===== src/inc/ipr_defs.vh =====
// ipr_defs.vh: constants for the interrupt priority register block
// assumes: included by bare name from the design files
`ifndef IPR_DEFS_VH
`define IPR_DEFS_VH
// ==========================================================
// register byte offsets on the apb bus
`define IPR_OFS_CTRL0 12'h000
`define IPR_OFS_CTRL1 12'h004
`define IPR_OFS_CTRL2 12'h008
`define IPR_OFS_CTRL3 12'h00C
`define IPR_OFS_CTRL4 12'h010
// ==========================================================
// field geometry
`define IPR_NUM_REGS 5
`define IPR_FIELD_W 3
`define IPR_FLD3_LSB 12
`define IPR_FLD2_LSB 8
`define IPR_FLD1_LSB 4
`define IPR_FLD0_LSB 0
// ==========================================================
// reset and masks
`define IPR_FIELD_RST 3'h4
`define IPR_RST_FULL 16'h4444
`define IPR_RST_CTRL3 16'h0444
`define IPR_MASK_FULL 16'h7777
`define IPR_MASK_CTRL3 16'h0777
`define IPR_PRIO_OFF 3'h0
`endif


===== src/ipr_regs.v =====
// ipr_regs.v: five 16-bit priority control registers behind apb
// assumes: apb master on I_CLK_SYS; arbiter samples the level outputs
//
// Function
// - code 111 gives priority level 7
// - code 001 gives level 1, linear
// - code 000 disables the source
// - unimplemented bits read zero, ignore writes
// - every field resets to 100
// - ctrl 0: timer1, outcmp1, incap1, ext irq0
// - ctrl 1: timer2, outcmp2, incap2, dma0
// - ctrl 2: uart1 rx, spi1 event, error, timer3
// - ctrl 3: dma1, adc1, uart1 tx only
// - ctrl 4: change notify, comparator, i2c1 pair
`timescale 1ns/1ps
`include "ipr_defs.vh"
module ipr_regs #(
  parameter ADDR_W = 12
) (
  // clock and reset
  input wire I_CLK_SYS,
  input wire I_RSTN,
  // apb slave
  input wire i_PSEL,
  input wire i_PENABLE,
  input wire i_PWRITE,
  input wire [ADDR_W-1:0] i_PADDR,
  input wire [31:0] i_PWDATA,
  input wire [3:0] i_PSTRB,
  output wire o_PREADY,
  output reg [31:0] o_PRDATA,
  output wire o_PSLVERR,
  // priority levels to the arbiter
  output wire [2:0] o_TIMER1_PRIORITY,
  output wire [2:0] o_OUTCMP1_PRIORITY,
  output wire [2:0] o_INCAP1_PRIORITY,
  output wire [2:0] o_EXT_IRQ0_PRIORITY,
  output wire [2:0] o_TIMER2_PRIORITY,
  output wire [2:0] o_OUTCMP2_PRIORITY,
  output wire [2:0] o_INCAP2_PRIORITY,
  output wire [2:0] o_DMA_CH0_PRIORITY,
  output wire [2:0] o_UART1_RX_PRIORITY,
  output wire [2:0] o_SPI1_EVENT_PRIORITY,
  output wire [2:0] o_SPI1_ERROR_PRIORITY,
  output wire [2:0] o_TIMER3_PRIORITY,
  output wire [2:0] o_DMA_CH1_PRIORITY,
  output wire [2:0] o_ADC1_DONE_PRIORITY,
  output wire [2:0] o_UART1_TX_PRIORITY,
  output wire [2:0] o_CHANGE_NOTIFY_PRIORITY,
  output wire [2:0] o_COMPARATOR_PRIORITY,
  output wire [2:0] o_I2C1_MASTER_PRIORITY,
  output wire [2:0] o_I2C1_SLAVE_PRIORITY,
  // per-source enables, 19 sources in field order
  output wire [18:0] o_SOURCE_ENABLE
);
  // ==========================================================
  // helpers
  // register index from an address, 7 when unmapped
  function [2:0] reg_index;
    input [ADDR_W-1:0] addr;
    begin
      case (addr)
        `IPR_OFS_CTRL0: reg_index = 3'h0;
        `IPR_OFS_CTRL1: reg_index = 3'h1;
        `IPR_OFS_CTRL2: reg_index = 3'h2;
        `IPR_OFS_CTRL3: reg_index = 3'h3;
        `IPR_OFS_CTRL4: reg_index = 3'h4;
        default: reg_index = 3'h7;
      endcase
    end
  endfunction

  // writable-bit mask per register
  function [15:0] reg_mask;
    input [2:0] idx;
    begin
      if (idx == 3'h3) begin
        reg_mask = `IPR_MASK_CTRL3;
      end else begin
        reg_mask = `IPR_MASK_FULL;
      end
    end
  endfunction

  // ==========================================================
  // storage
  reg [15:0] priority_ctrl_0;
  reg [15:0] priority_ctrl_1;
  reg [15:0] priority_ctrl_2;
  reg [15:0] priority_ctrl_3;
  reg [15:0] priority_ctrl_4;
  wire [2:0] idx; // decoded register index
  wire acc_phase; // apb access phase
  wire wr_en; // write takes effect this edge
  wire [15:0] wmask; // implemented bits of the target
  wire [15:0] lane_mask; // byte strobes widened to bits
  wire [15:0] next_val; // merged write value

  assign idx = reg_index(i_PADDR);
  assign acc_phase = i_PSEL & i_PENABLE;
  // zero-wait slave: always ready in the access phase
  assign o_PREADY = 1'b1;
  // unmapped addresses answer with an error, never a silent ok
  assign o_PSLVERR = acc_phase & (idx == 3'h7);
  assign wr_en = acc_phase & i_PWRITE & (idx != 3'h7);
  assign wmask = reg_mask(idx);
  assign lane_mask = {{8{i_PSTRB[1]}}, {8{i_PSTRB[0]}}};

  // ==========================================================
  // write merge
  // unimplemented bits are forced to zero so they can never hold a one
  reg [15:0] cur_val;
  always @* begin
    case (idx)
      3'h0: cur_val = priority_ctrl_0;
      3'h1: cur_val = priority_ctrl_1;
      3'h2: cur_val = priority_ctrl_2;
      3'h3: cur_val = priority_ctrl_3;
      3'h4: cur_val = priority_ctrl_4;
      default: cur_val = 16'h0000;
    endcase
  end
  assign next_val = ((i_PWDATA[15:0] & lane_mask) |
                     (cur_val & ~lane_mask)) & wmask;

  // ==========================================================
  // register update
  // reset loads 100 in every field, level four
  always @(posedge I_CLK_SYS or negedge I_RSTN) begin
    if (!I_RSTN) begin
      priority_ctrl_0 <= `IPR_RST_FULL;
      priority_ctrl_1 <= `IPR_RST_FULL;
      priority_ctrl_2 <= `IPR_RST_FULL;
      priority_ctrl_3 <= `IPR_RST_CTRL3;
      priority_ctrl_4 <= `IPR_RST_FULL;
    end else if (wr_en) begin
      // write lands on the access-phase edge, visible next cycle
      case (idx)
        3'h0: priority_ctrl_0 <= next_val;
        3'h1: priority_ctrl_1 <= next_val;
        3'h2: priority_ctrl_2 <= next_val;
        3'h3: priority_ctrl_3 <= next_val;
        3'h4: priority_ctrl_4 <= next_val;
        default: priority_ctrl_0 <= priority_ctrl_0;
      endcase
    end
  end

  // ==========================================================
  // read data
  // registered so data outputs come from flip-flops; the setup cycle
  // gives one edge to load it before the access phase samples it
  always @(posedge I_CLK_SYS or negedge I_RSTN) begin
    if (!I_RSTN) begin
      o_PRDATA <= 32'h00000000;
    end else if (i_PSEL & ~i_PENABLE & ~i_PWRITE) begin
      o_PRDATA <= {16'h0000, cur_val};
    end else if (acc_phase) begin
      o_PRDATA <= 32'h00000000;
    end
  end

  // ==========================================================
  // field fan-out
  // all 20 slots laid out flat, slot 3 of ctrl 3 is unused
  wire [79:0] all_regs;
  wire [59:0] levels;
  wire [19:0] enables;
  assign all_regs = {priority_ctrl_4, priority_ctrl_3, priority_ctrl_2,
                     priority_ctrl_1, priority_ctrl_0};
  genvar g;
  generate
    for (g = 0; g < 20; g = g + 1) begin : g_fld
      // fields sit at nibble boundaries, bit 3 of each nibble unused
      ipr_field_dec u_dec (
        .i_field (all_regs[4*g+2:4*g]),
        .o_enable (enables[g]),
        .o_level (levels[3*g+2:3*g])
      );
    end
  endgenerate

  // slot s of register r is index 4*r + s; slot 3 is bits 14-12
  assign o_TIMER1_PRIORITY = levels[3*3+2:3*3];
  assign o_OUTCMP1_PRIORITY = levels[3*2+2:3*2];
  assign o_INCAP1_PRIORITY = levels[3*1+2:3*1];
  assign o_EXT_IRQ0_PRIORITY = levels[2:0];
  assign o_TIMER2_PRIORITY = levels[3*7+2:3*7];
  assign o_OUTCMP2_PRIORITY = levels[3*6+2:3*6];
  assign o_INCAP2_PRIORITY = levels[3*5+2:3*5];
  assign o_DMA_CH0_PRIORITY = levels[3*4+2:3*4];
  assign o_UART1_RX_PRIORITY = levels[3*11+2:3*11];
  assign o_SPI1_EVENT_PRIORITY = levels[3*10+2:3*10];
  assign o_SPI1_ERROR_PRIORITY = levels[3*9+2:3*9];
  assign o_TIMER3_PRIORITY = levels[3*8+2:3*8];
  assign o_DMA_CH1_PRIORITY = levels[3*14+2:3*14];
  assign o_ADC1_DONE_PRIORITY = levels[3*13+2:3*13];
  assign o_UART1_TX_PRIORITY = levels[3*12+2:3*12];
  assign o_CHANGE_NOTIFY_PRIORITY = levels[3*19+2:3*19];
  assign o_COMPARATOR_PRIORITY = levels[3*18+2:3*18];
  assign o_I2C1_MASTER_PRIORITY = levels[3*17+2:3*17];
  assign o_I2C1_SLAVE_PRIORITY = levels[3*16+2:3*16];
  // enables skip the dead slot 3 of ctrl 3, index 15
  assign o_SOURCE_ENABLE = {enables[19:16], enables[14:0]};
endmodule // ipr_regs


===== src/ipr_field_dec.v =====
// ipr_field_dec.v: turns one priority field into an enable and a level
// assumes: field comes straight from a register on the same clock
`timescale 1ns/1ps
`include "ipr_defs.vh"
module ipr_field_dec (
  // field in
  input wire [2:0] i_field,
  // decoded out
  output wire o_enable,
  output wire [2:0] o_level
);
  // ==========================================================
  // decode
  // zero code means the source is off; otherwise code is the level
  assign o_enable = (i_field != `IPR_PRIO_OFF);
  assign o_level = i_field;
endmodule // ipr_field_dec


===== config.mk =====
export PLATFORM = sky130hd
export DESIGN_NAME = ipr_regs
export DESIGN_NICKNAME = d
export VERILOG_FILES = /design/src/ipr_regs.v /design/src/ipr_field_dec.v
export VERILOG_INCLUDE_DIRS = /design/src /design/src/inc
export SDC_FILE = /design/constraint.sdc
export NUM_CORES = 1
export LEC_CHECK = 0
export BUFFER_PORTS_ARGS = -buffer_cell sky130_fd_sc_hd__clkbuf_2
export CORE_MARGIN = 10
export CORE_UTILIZATION = 31
export DETAILED_ROUTE_END_ITERATION = 8
export GPL_ROUTABILITY_DRIVEN = 1
export PLACE_DENSITY = 0.58
export SYNTH_ARGS = -nofsm -noshare
export SYNTH_HDL_FRONTEND = slang
export SYNTH_HIERARCHICAL = 1
export SYNTH_SLANG_ARGS = --single-unit

===== constraint.sdc =====
create_clock -name I_CLK_SYS -period 2.5 [get_ports I_CLK_SYS]
set_clock_uncertainty 0.05 [all_clocks]
set_input_delay 0.125 -clock I_CLK_SYS [delete_from_list [all_inputs] [get_ports I_CLK_SYS]]
set_output_delay 0.125 -clock I_CLK_SYS [all_outputs]
set_load 0.05 [all_outputs]

== Word-level counts from Yosys, hierarchy flattened ==
Index checks and enable logic that the tools add are counted.

* Logic and storage cells: 61
* Output and inout port bits: 110
* Bits in registers: 112
* Input port bits: 53

* Mux-type cells: 5
* Reduce and logical (&&, ||, !) cells: 27
* Equal/unequal tests: 10
* Bitwise logic cells: 13

{| class="wikitable"
|+ Operators with widths
! operator !! count
|-
| 16-bit case mux with 5 select lines || 1
|-
| 32-bit 2-to-1 mux || 2
|-
| 3-bit nonzero test || 19
|-
| 16-bit bitwise AND || 3
|-
| 12-bit by 4-bit equality test with 1-bit output, second input constant || 2
|-
| 16-bit NOT || 1
|-
| 16-bit OR || 1
|-
| 15-bit 2-to-1 mux || 1
|-
| 3-bit case mux with 5 select lines || 1
|-
| 12-bit by 3-bit equality test with 1-bit output, second input constant || 1
|-
| 12-bit by 5-bit equality test with 1-bit output, second input constant || 1
|-
| 12-bit zero test || 1
|-
| 2-bit AND reduction || 5
|-
| 1-bit bitwise AND || 6
|-
| 3-bit by 2-bit equality test with 1-bit output, second input constant || 2
|-
| 3-bit equality test, second input constant || 2
|-
| 3-bit by 1-bit equality test with 1-bit output, second input constant || 1
|-
| 3-bit zero test || 1
|-
| 3-bit inequality test, second input constant || 1
|-
| 1-bit NOT || 2
|-
| 2-bit nonzero test || 1
|}

== Depth between registers and ports, before layout ==
* Depth after elaboration: 7
* Depth in mapped cells: 6
* Gate-level depth less buffers: 4

== Hierarchy ==
Netlist, hierarchy kept.

{| class="wikitable"
|+ By module, submodules not included
! module !! seq. area each (um^2) !! instances !! cells each !! area an instance (um^2)
|-
| ipr_regs || 1825.5 || 1 || 351 || 3597.2
|-
| ipr_field_dec || 0.0 || 19 || 4 || 28.8
|}

== Least setup slack after synthesis ==
Ideal clock, no wire load.

* Kind: input to register
* Start point: input port i_PADDR[1]
* End point: register priority_ctrl_2[4]
* Data required time: 2303 ps
* Data arrival time: 1542 ps
* Path buffers: 2
* Stages: 5
* Slack: 760 ps
* Library setup time: 147 ps
* Path through: or4_1 -> buf_6 -> nor4b_4 -> buf_2 -> a31oi_1

* Cells in the longest elaborated chain, start to end: 7
* Elaborated cells between the ends (all ways): 18
* Those cells by class: eq/ne (9); mux (2); bitwise (4); reduce/logical (3)

{| class="wikitable"
|+ Ends and longest elaborated chain
! item !! line !! RTL
|-
| from (decl) || ipr_regs.v:27 || <nowiki>input wire [ADDR_W-1:0] i_PADDR,</nowiki>
|-
| 12-bit by 5-bit equality test with 1-bit output, or another cell as far along || ipr_regs.v:62 || <nowiki>case (addr)</nowiki>
|-
| 3-bit case mux with 5 select lines * || ipr_regs.v:62 ||
|-
| 3-bit equality test, or another cell as far along || ipr_regs.v:114 || <nowiki>case (idx)</nowiki>
|-
| 16-bit case mux with 5 select lines || ipr_regs.v:114 ||
|-
| 16-bit bitwise AND || ipr_regs.v:124 || <nowiki>(cur_val & ~lane_mask)) & wmask;</nowiki>
|-
| 16-bit OR || ipr_regs.v:123 || <nowiki>assign next_val = ((i_PWDATA[15:0] & lane_mask) |</nowiki>
|-
| 16-bit bitwise AND || ipr_regs.v:124 ||
|-
| to (signal assigned) || ipr_regs.v:133 || <nowiki>priority_ctrl_2 <= `IPR_RST_FULL;</nowiki>
|-
| to (signal assigned) || ipr_regs.v:141 || <nowiki>3'h2: priority_ctrl_2 <= next_val;</nowiki>
|-
| to (decl) || ipr_regs.v:89 || <nowiki>reg [15:0] priority_ctrl_2;</nowiki>
|}

Mark *: on every way between the ends. The rest lies on a longest branch, timed or not.
A chain may end at the register's enable or synchronous reset.

== Worst setup path in the final report ==
* Start point: input port i_PADDR[1]
* End point: register priority_ctrl_0[2]

* Cells in the longest elaborated chain, start to end: 7
* Elaborated cells between the ends (all ways): 18
* Those cells by class: eq/ne (9); mux (2); bitwise (4); reduce/logical (3)

{| class="wikitable"
|+ Ends and longest elaborated chain
! item !! line !! RTL
|-
| 12-bit by 5-bit equality test with 1-bit output, or another cell as far along || ipr_regs.v:62 ||
|-
| 3-bit case mux with 5 select lines * || ipr_regs.v:62 ||
|-
| 3-bit equality test, or another cell as far along || ipr_regs.v:114 ||
|-
| 16-bit case mux with 5 select lines || ipr_regs.v:114 ||
|-
| 16-bit bitwise AND || ipr_regs.v:124 ||
|-
| 16-bit OR || ipr_regs.v:123 ||
|-
| 16-bit bitwise AND || ipr_regs.v:124 ||
|-
| to (signal assigned) || ipr_regs.v:131 || <nowiki>priority_ctrl_0 <= `IPR_RST_FULL;</nowiki>
|-
| to (signal assigned) || ipr_regs.v:139 || <nowiki>3'h0: priority_ctrl_0 <= next_val;</nowiki>
|-
| to (signal assigned) || ipr_regs.v:144 || <nowiki>default: priority_ctrl_0 <= priority_ctrl_0;</nowiki>
|-
| to (decl) || ipr_regs.v:87 || <nowiki>reg [15:0] priority_ctrl_0;</nowiki>
|}

Marks and branches as above.

==> reports/results.tsv <==
stage	metric	value	unit
outcome	status	finished clean	
routing	Via density	4.969	
global_route	vias in the first global route	3541	
clock_tree	Clock Pin Slew Worst Setup and Hold Paths	0.06	ns
layout	Final Net Count	547	
yosys	Synth Flop Type	dfrtp_1	
yosys	Synth Register Bits	72	
yosys	biggest area consumer among synthesized cells	dfrtp_1	
die	Initial Util	31.42	%
sta	fmax	553.7	MHz
clock_tree	post-CTS setup repair buffer count	0	
setup_path	WP data required	2.69	ns
clock_tree	root buffer cell	clkbuf_16	
min_path	min-delay worst type	in2reg	
pwr	part of the power in combinational logic	8.1	%
pwr	sw power	0.6617	mW
die	die width	135.6	microns
layout	Finished Core Util	36.28	%
placement	GPL Wtd Cong	0.8091	
die	die area	18390	sq um
pwr	peak supply drop	0.3102	mV
setup_path	Worst Path Arrival	2.00	ns
setup_path	CP Launch Type	input pin	
clock_tree	CTS tree	built	
global_route	first-pass GRT wire length	19.91	mm
layout	share of cells above drive strength 1	36.27	%
setup_path	CP Class	in2reg	
yosys	Syn Inst Count	427	
clock_tree	post-CTS sizing	0	
yosys	Ys Warns	6	
clock_tree	worst skew pair latency	0.32	ns
setup_path	worst r2r path cells	4	
global_route	grt ovf	0	
sta	setup TNS	0	ns
pwr	Switching Fraction	23.60	%
routing	Residual DRC	0	
layout	Final Cell Area	4786	sq um
global_route	antenna violations before repair	0	
routing	Iteration-0 DRC Markers	357	
placement	placed cell area	4444	sq um
setup_path	crit-path max FO	10	
yosys	sequential fraction of the synthesis area	44.05	%
clock_tree	hold_buf cts	1	
die	row count	42	
yosys	Synth Cell Area	4144	sq um
routing	vias after detailed routing	3354	
sta	Final min period	1.806	ns
clock_tree	TritonCTS Buffers	9	
pwr	Power Density	585.7	nW/um^2
setup_path	CP endpoint kind	flop	
die	I/O pin total	163	
layout	area grow syn2layout	15.49	%
yosys	synth unique cells	35	
clock_tree	clk sinks	72	
sta	worst-margin pin slew	0.8086	ns
yosys	EDFF count, synth	0	
layout	n_diodes	0	
routing	routed len/inst	18.70	microns
routing	First-pass DRT Iterations	5	
min_path	hold path cells	3	
pwr	Reg power frac	41.8	%
pwr	Cell Int Power	2.142	mW
sta	RSZ-0062 raised after global routing	no	
global_route	largest net degree at the start of global routing	41	
sta	max-slew violations	0	
sta	Setup violations, final	0	
routing	ANT nets after route	0	
die	core area	13190	sq um
clock_tree	CTS Buffer Depth	2	
pwr	LEAKAGE	2.453	nW
yosys	fraction of registers with async set/reset	100.0	%
placement	Post-DP HPWL	9.562	mm
clock_tree	H-tree levels	3	
die	die height	135.6	microns
placement	Port Buffers	119	
yosys	syn avg cell area	9.705	sq um
sta	crit share post-route	72.24	%
yosys	top area cells in the synthesized netlist	dfrtp_1 (32%), buf_4 (14%), dfstp_2 (12%)	
routing	WL final	12.62	mm
run	Max Cap Viol	0	
global_route	gr usage total	13.66	%
pwr	clock power share	50.1	%
yosys	top-area cell type share of the netlist area	32.00	%
sta	number of hold violations in the final report	0	
sta	slew margin rel.	46.09	%
==> cell usage after synthesis (2+ instances only) <==
master / number
nor3_2: 2
nand2_1: 31
dfrtp_1: 53
clkbuf_1: 3
buf_6: 5
nor2_1: 58
buf_4: 80
nor4b_2: 2
dfstp_2: 19
a31oi_1: 57
buf_2: 9
nor4_4: 3
o21ai_1: 3
mux2i_1: 12
and2_1: 3
or4_1: 3
o2bb2ai_1: 12
o21ai_0: 17
a22o_1: 12
nor2b_1: 3
or3_1: 20
o211ai_1: 3
a211o_1: 3
conb_1: 2
nor4b_4: 2
==> state kept, by name, indices dropped and copies added (netlist names) <==
name,flops
priority_ctrl_1,12
priority_ctrl_2,12
o_PRDATA,12
priority_ctrl_4,12
priority_ctrl_3,12
priority_ctrl_0,12
==> routing by layer <==
metal | routed length (microns) | GRT usage, % | vias up | part of all wire (%)
li1 | - | - | 1575 | -
met4 | 138 | 3.828 | 0 | 1.1
met5 | 0 | 0 | - | 0
met2 | 6442 | 23.68 | 120 | 51
met1 | 5159 | 16.14 | 1648 | 41
met3 | 883 | 3.672 | 11 | 7.0
==> power groups by stage <==
stage	combinational, mW	sequential [mW]	clock, mW
6_report	0.226	1.17	1.40
5_1_grt	0.245	1.17	1.48
4_1_cts	0.228	1.17	1.42
3_5_place_dp	0.226	1.19	0
3_3_place_gp	0.223	1.19	0
2_1_floorplan	0.169	1.19	0
==> cell usage in the layout (no fill, tap or decap), drive strengths merged, types with 12 or more instances in the layout <==
| cell | n |
|---|---|
| buf | 16 |
| o2bb2ai | 12 |
| nand2 | 31 |
| or3 | 20 |
| a22o | 12 |
| a31oi | 57 |
| clkbuf | 129 |
| dfstp | 19 |
| dfrtp | 53 |
| nor2 | 58 |
| mux2i | 12 |
| o21ai | 20 |
| conb | 21 |
==> logic make-up after synthesis <==
logic type / synth area share (%)
AO/OA/AOI/OAI: 17.48
AND/OR/NAND/NOR: 17.97
multiplexers: 2.899
flip-flops: 44.05
other: 0.1812
buffers and inverters: 17.42
==> final cells by class <==
| class | instances | area (sq um) |
|---|---|---|
| clock buffer | 11 | 252.7 |
| clock inverter | 5 | 78.83 |
| fill | 1385 | 8404 |
| inverter | 1 | 3.754 |
| multi-input combinational | 275 | 1674 |
| sequential | 72 | 1826 |
| tap | 176 | 220.2 |
| timing repair buffer | 135 | 730.7 |
==> critical path: stages <==
cell,delay [ns]
clkbuf_2,0.07
or4_1,0.51
buf_4,0.22
nor3_2,0.42
o21ai_0,0.36
a31oi_1,0.28
==> per-stage QoR <==
step / power, mW / instances / hold slack, ns / worst slack [ns]
5_1_grt: 2.897 / 675 / 0.08380 / 0.5747
4_1_cts: 2.822 / 675 / 0.05220 / 0.7075
3_3_place_gp: 1.415 / 658 / 0.1836 / 0.4110
2_1_floorplan: 1.361 / 446 / -0.2206 / 0.7604
3_5_place_dp: 1.419 / 658 / 0.1986 / 0.3925
6_report: 2.803 / 675 / 0.05499 / 0.6939
==> worst paths after layout <==
check                                      endpoint  slack [ns]               start
max in group asynchronous        priority_ctrl_1[6]        1.26              I_RSTN
worst min-delay path            priority_ctrl_0[14]        0.05        i_PWDATA[14]
min in group asynchronous        priority_ctrl_0[1]        0.39              I_RSTN
worst min register to register          o_PRDATA[9]        0.42         o_PRDATA[9]
worst max register to register   priority_ctrl_1[9]        0.96  priority_ctrl_4[9]
worst max-delay path             priority_ctrl_0[2]        0.69          i_PADDR[1]
Note: power is estimated with default switching activity, not from simulation.
